[src/pkg/isp_map.vh]
/*
  constants for the two-wire slave register port: bit counts, pointer reset,
  default slave address. assumes plain verilog-2005 includers.
*/
`ifndef ISP_MAP_VH
`define ISP_MAP_VH

// bits per byte on the wire
`define ISP_BYTE_BITS 4'h8
// acknowledge slot index within a byte frame
`define ISP_ACK_SLOT 4'h8
// slave address width
`define ISP_ADDR_BITS 7
// default slave address, arbitrary value
`define ISP_SLAVE_ADDR 7'h2a
// register pointer value after reset
`define ISP_PTR_RST 8'h00

`endif

[src/rtl/isp_line_watch.v]
/*
  line watcher: samples scl and sda, reports edges, start and stop.
  assumes scl and sda are synchronous to sys_clk.
*/
`timescale 1ns/1ps
module isp_line_watch (
  // clock and reset
  input wire sys_clk,
  input wire rst,
  // bus lines
  input wire scl_in,
  input wire sda_in,
  // decoded events
  output reg scl_rise,
  output reg scl_fall,
  output reg start_det,
  output reg stop_det,
  output reg sda_lvl
);

  reg scl_r;
  reg sda_r;

  // remember previous levels and flag transitions
  always @(posedge sys_clk) begin
    if (rst) begin
      scl_r <= 1'b1;
      sda_r <= 1'b1;
      scl_rise <= 1'b0;
      scl_fall <= 1'b0;
      start_det <= 1'b0;
      stop_det <= 1'b0;
      sda_lvl <= 1'b1;
    end else begin
      scl_r <= scl_in;
      sda_r <= sda_in;
      sda_lvl <= sda_in;
      scl_rise <= scl_in & ~scl_r;
      scl_fall <= ~scl_in & scl_r;
      start_det <= scl_in & scl_r & sda_r & ~sda_in;
      stop_det <= scl_in & scl_r & ~sda_r & sda_in;
    end
  end

endmodule // isp_line_watch

[src/rtl/isp_slave_port.v]
/*
  two-wire slave port giving a master access to 8-bit registers.
  bytes are framed by scl edges seen in the sys_clk domain; the port
  answers with an open-drain pull on sda (sda_oe high pulls low).
  assumes a register file outside: writes leave on reg_wr_*, read data
  returns on reg_rd_data combinationally for reg_ptr.
  assumes scl and sda already synchronous to sys_clk, each scl half period
  at least four clocks long, and no clock stretching by this port.
*/
// How it works
// - after start the first seven bits are compared with our own address
// - eighth bit one means we transmit, zero means we receive
// - on address match we pull sda low in the acknowledge slot
// - we acknowledge the register address and each data byte, storing data
// - pointer increments by one after each acknowledged written data byte
// - in a read we send bytes, incrementing pointer on each master acknowledge
// - bytes are eight bits, msb first, then acknowledge by the receiver
// - sda change while scl high mid-transaction abandons the transaction
`timescale 1ns/1ps
`include "isp_map.vh"
module isp_slave_port #(
  parameter [6:0] SLAVE_ADDR = `ISP_SLAVE_ADDR
) (
  // clock and reset
  input wire sys_clk,
  input wire rst,
  // two-wire bus, open drain sda
  input wire scl_in,
  input wire sda_in,
  output reg sda_out,
  output reg sda_oe,
  // register file side
  output reg [7:0] reg_ptr,
  output reg reg_wr_en,
  output reg [7:0] reg_wr_data,
  input wire [7:0] reg_rd_data,
  // status
  output reg busy
);

  // byte level states
  localparam [2:0] ST_IDLE = 3'h0;
  localparam [2:0] ST_ADDR = 3'h1;
  localparam [2:0] ST_PTR = 3'h2;
  localparam [2:0] ST_WDATA = 3'h3;
  localparam [2:0] ST_RDATA = 3'h4;
  localparam [2:0] ST_ACK = 3'h5;
  localparam [2:0] ST_MACK = 3'h6;

  // events from the line watcher
  wire scl_rise;
  wire scl_fall;
  wire start_det;
  wire stop_det;
  wire sda_lvl;

  // frame state
  reg [2:0] state_r;
  reg [2:0] after_ack_r;
  reg [3:0] bit_cnt_r;
  reg [7:0] shift_r;
  reg [7:0] tx_r;
  reg scl_hi_r;
  reg sda_hold_r;
  reg wr_done_r; // a data byte was stored in the current slot

  isp_line_watch u_watch (
    .sys_clk(sys_clk),
    .rst(rst),
    .scl_in(scl_in),
    .sda_in(sda_in),
    .scl_rise(scl_rise),
    .scl_fall(scl_fall),
    .start_det(start_det),
    .stop_det(stop_det),
    .sda_lvl(sda_lvl)
  );

  // a level change within one scl high phase that is not a start or stop
  // is caught by comparing with the level seen at the rising edge; the
  // falling edge cycle is left out because the master may move sda with it
  wire glitch = scl_hi_r & ~scl_rise & ~scl_fall & (sda_lvl != sda_hold_r) &
    ~start_det & ~stop_det;

  // byte state machine, advanced on scl edges
  always @(posedge sys_clk) begin
    if (rst) begin
      state_r <= ST_IDLE;
      after_ack_r <= ST_IDLE;
      bit_cnt_r <= 4'h0;
      shift_r <= 8'h00;
      tx_r <= 8'h00;
      scl_hi_r <= 1'b0;
      sda_hold_r <= 1'b1;
      wr_done_r <= 1'b0;
      sda_out <= 1'b1;
      sda_oe <= 1'b0;
      reg_ptr <= `ISP_PTR_RST;
      reg_wr_en <= 1'b0;
      reg_wr_data <= 8'h00;
      busy <= 1'b0;
    end else begin
      reg_wr_en <= 1'b0;
      if (scl_rise) begin
        scl_hi_r <= 1'b1;
        sda_hold_r <= sda_lvl;
      end else if (scl_fall) begin
        scl_hi_r <= 1'b0;
      end else if (start_det || stop_det) begin
        // a start or stop sets the level that the rest of the high time keeps
        sda_hold_r <= sda_lvl;
      end
      if (start_det) begin
        // start or repeated start: listen for an address
        state_r <= ST_ADDR;
        bit_cnt_r <= 4'h0;
        wr_done_r <= 1'b0;
        sda_oe <= 1'b0;
        busy <= 1'b1;
      end else if (stop_det) begin
        // a stop, also inside a byte, drops whatever was under way
        state_r <= ST_IDLE;
        sda_oe <= 1'b0;
        busy <= 1'b0;
      end else if (glitch && state_r != ST_IDLE) begin
        state_r <= ST_IDLE;
        sda_oe <= 1'b0;
        busy <= 1'b0;
      end else begin
        case (state_r)
          // receive: shift on rising scl, decide after the eighth bit
          ST_ADDR, ST_PTR, ST_WDATA: begin
            if (scl_rise) begin
              shift_r <= {shift_r[6:0], sda_lvl};
              bit_cnt_r <= bit_cnt_r + 4'h1;
            end else if (scl_fall && bit_cnt_r == `ISP_BYTE_BITS) begin
              bit_cnt_r <= 4'h0;
              if (state_r == ST_ADDR) begin
                if (shift_r[7:1] == SLAVE_ADDR) begin
                  sda_out <= 1'b0;
                  sda_oe <= 1'b1;
                  state_r <= ST_ACK;
                  after_ack_r <= shift_r[0] ? ST_RDATA : ST_PTR;
                  if (shift_r[0])
                    tx_r <= reg_rd_data;
                end else begin
                  state_r <= ST_IDLE;
                  busy <= 1'b0;
                end
              end else begin
                sda_out <= 1'b0;
                sda_oe <= 1'b1;
                state_r <= ST_ACK;
                after_ack_r <= ST_WDATA;
                if (state_r == ST_PTR) begin
                  reg_ptr <= shift_r;
                end else begin
                  reg_wr_data <= shift_r;
                  reg_wr_en <= 1'b1;
                  wr_done_r <= 1'b1;
                end
              end
            end
          end
          ST_ACK: begin
            // release, or drive the first bit of a read byte, at the end of the acknowledge slot
            if (scl_fall) begin
              state_r <= after_ack_r;
              bit_cnt_r <= 4'h0;
              if (after_ack_r == ST_RDATA) begin
                sda_out <= tx_r[7];
                sda_oe <= ~tx_r[7];
                tx_r <= {tx_r[6:0], 1'b0};
                bit_cnt_r <= 4'h1;
              end else begin
                sda_oe <= 1'b0;
              end
              // a stored data byte moves the pointer once its slot has ended
              if (wr_done_r)
                reg_ptr <= reg_ptr + 8'h01;
              wr_done_r <= 1'b0;
            end
          end
          // transmit: next bit after each falling edge, release after the eighth
          ST_RDATA: begin
            if (scl_fall) begin
              if (bit_cnt_r == `ISP_BYTE_BITS) begin
                sda_oe <= 1'b0; // release for master acknowledge
                state_r <= ST_MACK;
              end else begin
                sda_out <= tx_r[7];
                sda_oe <= ~tx_r[7];
                tx_r <= {tx_r[6:0], 1'b0};
                bit_cnt_r <= bit_cnt_r + 4'h1;
              end
            end
          end
          // master acknowledge decides whether another byte follows
          ST_MACK: begin
            if (scl_rise) begin
              if (sda_lvl) begin
                state_r <= ST_IDLE;
                busy <= 1'b0;
              end else begin
                reg_ptr <= reg_ptr + 8'h01;
                state_r <= ST_ACK;
                after_ack_r <= ST_RDATA;
              end
            end
          end
          ST_IDLE: begin
            sda_oe <= 1'b0;
          end
          default: begin
            state_r <= ST_IDLE;
            sda_oe <= 1'b0;
          end
        endcase
      end
      // load next read byte once the pointer has moved
      if (state_r == ST_ACK && after_ack_r == ST_RDATA && !scl_fall && !scl_rise)
        tx_r <= reg_rd_data;
    end
  end

endmodule // isp_slave_port

[config.mk]
export PLATFORM = sky130hd
export DESIGN_NAME = isp_slave_port
export DESIGN_NICKNAME = d
export VERILOG_FILES = /design/src/rtl/isp_line_watch.v /design/src/rtl/isp_slave_port.v
export VERILOG_INCLUDE_DIRS = /design/src /design/src/pkg
export SDC_FILE = /design/constraint.sdc
export NUM_CORES = 1
export LEC_CHECK = 0
export ABC_AREA = 1
export BUFFER_PORTS_ARGS = -buffer_cell sky130_fd_sc_hd__clkbuf_2
export CAP_MARGIN = 15
export CORE_MARGIN = 5
export CORE_UTILIZATION = 25
export DETAILED_ROUTE_END_ITERATION = 10
export GPL_TIMING_DRIVEN = 0
export PLACE_DENSITY = 0.48
export SLEW_MARGIN = 20
export SYNTH_ARGS = -nofsm -noshare
export SYNTH_HDL_FRONTEND = slang
export SYNTH_SLANG_ARGS = --single-unit
[constraint.sdc]
create_clock -name sys_clk -period 1.9 [get_ports sys_clk]
set_input_delay 0.38 -clock sys_clk [delete_from_list [all_inputs] [get_ports sys_clk]]
set_output_delay 0.38 -clock sys_clk [all_outputs]
set_load 0.02 [all_outputs]
# ---- Word-level counts from Yosys, hierarchy flattened
# Cells that the tools add are included.
dict set report classes {
  muxes 90
  n_eq_ne 48
  add_sub_neg 2
  bitwise 28
  n_reduce_logical 35
}
# cell n
set op_table {}
lappend op_table {{8-bit two-way mux} 21}
lappend op_table {{3-bit two-way mux} 16}
lappend op_table {{8-bit one-hot mux with 3 select lines} 2}
lappend op_table {{1-bit two-way mux} 39}
lappend op_table {{7-bit AND reduction} 4}
lappend op_table {{2-bit inequality test (second input constant)} 11}
lappend op_table {{3-bit inequality test (second input constant)} 7}
lappend op_table {{4-bit two-way mux} 5}
lappend op_table {{5-bit by 2-bit inequality test with 1-bit output (second input constant)} 4}
lappend op_table {{5-bit by 3-bit inequality test with 1-bit output (second input constant)} 4}
lappend op_table {{1-bit inverter} 16}
lappend op_table {{8-bit AND reduction} 2}
lappend op_table {{3-bit one-hot mux with 5 select lines} 1}
lappend op_table {{13-bit AND reduction} 1}
lappend op_table {{1-bit AND} 12}
lappend op_table {{3-bit == test (second input constant)} 4}
lappend op_table {{2-bit by 1-bit inequality test with 1-bit output (second input constant)} 6}
lappend op_table {{4-bit one-hot mux with 3 select lines} 1}
lappend op_table {{12-bit AND reduction} 1}
lappend op_table {{11-bit AND reduction} 1}
lappend op_table {{9-bit AND reduction} 1}
lappend op_table {{3-bit nonzero test} 3}
lappend op_table {{8-bit by 1-bit adder with 8-bit output (second input constant)} 1}
lappend op_table {{2-bit nonzero test} 4}
lappend op_table {{other kinds (27)} 36}
dict set report word_totals {
  regBits 55
  output_inout_bits 20
  elab_cells 224
  input_bits 12
}

# ---- Longest topological paths before layout
dict set report depth {
  depth_word 11
  depth_mapped 12
  ltp_nobuf 12
}

# ---- Hierarchy
# Synthesis repeated with hierarchy kept, for this count alone.
dict set report unflattened {
  hier_cells 440
  hier_area_um2 2989.1
}
# mod cells_each n_inst area_per_inst_um2 seq_area_each_um2
set modules_own_cells {}
lappend modules_own_cells {isp_slave_port 419 1 2803.9 980.9}
lappend modules_own_cells {isp_line_watch 21 1 185.2 120.1}

# ---- Least setup slack after synthesis
# Ideal clock, no wire load.
dict set report synth_path {
  kind {reg-to-reg}
  startpoint {register bit_cnt_r[0]}
  endpoint {register bit_cnt_r[1]}
  arrival_ns 1.413
  path_buffers 0
  t_required_ns 1.778
  setup_ns 0.122
  path_stages_with_launch 9
  path_slack_ns 0.365
  synth_period_minus_slack_ns 1.535
  path_cell_list {dfxtp_1 -> inv_1 -> ha_1 -> nand3_1 -> nor2_1 -> nor2_1 -> nand4_1 -> o21ai_0 -> nor2_1}
}
dict set report synth_via {
  elab_chain_len 4
  word_cells_on_any_way 10
  cone_classes {add/sub: 1; eq/ne: 3; mux: 4; reduce/logical: 2}
}
# element line_no
set synth_rtl {}
lappend synth_rtl {{start, declared} isp_slave_port.v:60} ;# reg [3:0] bit_cnt_r;
lappend synth_rtl {{start signal, assigned} isp_slave_port.v:135} ;# bit_cnt_r <= bit_cnt_r + 4'h1;
lappend synth_rtl {{start signal, assigned} isp_slave_port.v:194} ;# bit_cnt_r <= bit_cnt_r + 4'h1;
lappend synth_rtl {{4-bit by 1-bit adder with 4-bit output / 4-bit == test (equally long branches)} --}
lappend synth_rtl {{4-bit two-way mux / 1-bit logical AND (equally long branches)} --}
lappend synth_rtl {{4-bit two-way mux / 3-bit by 2-bit inequality test with 1-bit output (equally long branches)} --}
lappend synth_rtl {{4-bit one-hot mux with 3 select lines / 7-bit AND reduction (equally long branches)} --}
# Several ways; a longest one is shown, not always the timed one. The select of a mux whose other input is x is not followed.
# A chain may end at the register's enable or synchronous reset.

# ---- Worst setup path after layout
dict set report layout_path {
  startpoint {register bit_cnt_r[0]}
  endpoint {register reg_wr_data[6]}
}
dict set report layout_via {
  elab_chain_len 3
}
# element line_no
set layout_rtl {}
lappend layout_rtl {{4-bit == test (no line)} --}
lappend layout_rtl {{1-bit logical AND (no line)} --}
lappend layout_rtl {{8-bit AND reduction (no line)} --}
lappend layout_rtl {{end signal, assigned} isp_slave_port.v:158} ;# reg_wr_data <= shift_r;
lappend layout_rtl {{end, declared} isp_slave_port.v:35} ;# output reg [7:0] reg_wr_data,
# Every way passes these cells.

==> metrics <==
outcome complete, no violations; fillers around 1300; port buffer count 30; CTS Buffer Depth 2; VDD IR max 0.506 mV; standby leakage power 1.77 nW; CTS clk-pin slew, worst paths about 0.070 ns; setup_tns 0 ns; fmax 0.551 GHz; post-synthesis sequential area ratio between 30 and 40%; area leader, netlist dfxtp_1; Worst slew margin around three fifths; hpwl dp 6640 um; final worst path period need roughly 1.8 ns; Vias about 3100; most numerous cell in the Yosys netlist nand2_1; Crit path max-delay family simple AND/OR/NAND/NOR gates; Worst Path Max Fanout 7; initial antenna violation count 0; largest net degree at the start of global routing 17; critical path's most frequent cell inv_2; DRC 0; flops & latches, synth 55; Post-synth top cells 142 x nand2_1, 76 x nor2_1, 55 x dfxtp_1; TritonCTS clock tree done; final hold viol count 0; row count 40; Core ar. 12100 sq um; Area Overhead vs Synth 22.1%; Startpoint Class register; DIE AREA 14700 sq um; CP Buf/Inv Count 4; Max-Cap Viols 0; drt wl/cell 12.7 um; Antenna Cells 0; Die W 121 um; CP max-delay cell dfxtp_4; overall routing resource usage 11.7%; Tot Pwr 0.00477 W; area share of the leading cell type in the synthesized netlist 35.6%; nets between 500 and 600; Cells after Synth 480; Post-synth EDFFs 0; Sequential cell area between 1000 and 1500 sq um; DRT iter0 DRCs 179; footprint of the multi-input gates around 1800 sq um; CP Class register to register; async set-reset flop share out of synthesis 0%; worst r2r src bit_cnt_r[0]; # setup viols final 0; Least-Margin Pin Slew 0.628 ns; Tcrit/Tclk final 95.5%; Hold Crit Class input port to register; Synth Flop Type dfxtp_1; FF-to-FF setup slack about 0.086 ns; Syn Nets 495; Worst setup startpoint bit_cnt_r[0]; Final Skew between 0.006 and 0.007 ns; Starting Density 25.6%; I/O Pins 32; gr ovfl total 0; Worst EP arrival 1.98 ns; number of library cell types mapped by synthesis 31; pwr dens 1260 nW/um^2; CP required between 2 and 2.5 ns; synth warn 0; Slew Limit Fails 0; fraction of layout cells with a size suffix above 1 between 10% and 20%; Synth area leaders dfxtp_1 36%, nand2_1 17%, nor2_1 9.2%; crit-path max cell delay 0.36 ns; DR vias/cell 4.40; first-pass GRT wire length 13900 um; Num CTS Buffers 5; Sink Count 55; Routability Congestion 0.895; Die Ht 121 um; CP cell instances inv_2 -> ha_4 -> nand4_1 -> inv_2 -> nand2_2 -> nor3_4 -> buf_6 -> buf_4 -> a211oi_1; synthesized cell area slightly above 3000 sq um; RSZ-0062 raised after global routing no; Detail Route Antenna Nets 0; Root Driver clkbuf_16; hold_sp sda_in; vias in the first global route 2812; WHS roughly 0.26 ns; clock latency on the worst-skew pair 0.30 ns; Avg Inst Size Synth 6.44 sq um; router iterations before antenna repair 4; DRT Wirelength 8820 um; Max H-tree Level 2; Crit. End Element register
-- report_power, final --
part / switching (W) / internal (W) / total [W] / leakage, nW
logic: 0.00139 / 0.000715 / 0.00210 / 1.23
registers: 0.000147 / 0.00134 / 0.00148 / 0.450
clock network: 0.000430 / 0.000757 / 0.00119 / 0.0911
-- cell usage in the layout (no fill, tap or decap), drive strengths merged --
cell and count:
nand2 154, nor2 89, dfxtp 55, inv 53
clkbuf 42, nand3 40, o21ai 31, a21oi 18
buf 13, nand4 8, a211oi 7, nand3b 3
nor3 3, ha 3, a21boi 2, bufinv 2
nor4 1, xor2 1, o211ai 1, a22o 1
-- timing repair --
action,4_1_cts,5_1_grt
gates cloned,0,1
endpoints found under the setup margin,11,35
pin swaps,2,10
buffers inserted,1,7
hold buffers,0,0
gates resized for setup,1,26
-- final timing paths --
kind | cells past startpoint | endpoint
setup / recovery | 9 | reg_wr_data[6]
hold / removal | 2 | u_watch.start_det
setup reg to reg | 9 | reg_wr_data[6]
hold reg to reg | 2 | u_watch.scl_fall
-- cell families (layout without fill, tap and decap cells) --
group / count (synthesis) / count (layout) / synth area share (%)
simple gates: 297 / 298 / 43.6
buf+inv: 64 / 110 / 8.62
compound gates: 60 / 60 / 10.6
flops: 55 / 55 / 35.6
fa+ha+maj: 3 / 3 / 1.21
xor+xnor: 1 / 1 / 0.283
-- worst reg2reg max path, stage by stage (launching register included) --
cell and delay [ns]:
dfxtp_4 0.36, inv_2 0.08, ha_4 0.13, nand4_1 0.25
inv_2 0.16, nand2_2 0.07, nor3_4 0.30, buf_6 0.17
buf_4 0.12, a211oi_1 0.06
-- area by class of cell --
cell class	instances	area share, %
buffer	11	1.82
clock inverter	2	1.59
multi-input combinational	362	47.2
sequential	55	29.5
inverter	53	5.34
clock buffer	6	3.42
tap	168	5.57
timing repair buffer	38	5.57
-- flip-flops by register name, indices dropped and copies added, names as in the netlist --
register           flops
state_r                3
reg_wr_data            8
tx_r                   8
reg_ptr                8
sda_out                1
shift_r                8
after_ack_r            3
u_watch.scl_fall       1
busy                   1
sda_hold_r             1
u_watch.scl_rise       1
bit_cnt_r              4
scl_hi_r               1
u_watch.stop_det       1
sda_oe                 1
u_watch.scl_r          1
u_watch.sda_r          1
u_watch.start_det      1
wr_done_r              1
reg_wr_en              1
-- metal layers --
layer,GRT usage (%),up-vias,share of wire [%]
li1,-,1623,-
met1,15.6,1383,48
met2,19.5,43,48
met3,1.91,8,3.5
met4,3.43,0,1.3
met5,0,-,0
-- through the flow --
step / util, % / setup WS (ns) / std cells / cell area (sq um)
2_1_floorplan: - / 0.365 / 480 / 3090
3_3_place_gp: 28.6 / -0.0489 / 678 / 3450
3_5_place_dp: 28.6 / -0.0391 / 678 / 3450
4_1_cts: 30.2 / 0.0119 / 687 / 3650
5_1_grt: 31.3 / 0.0119 / 695 / 3770
6_report: 31.3 / 0.0858 / 695 / 3770
(Power assumes the default switching activity.)
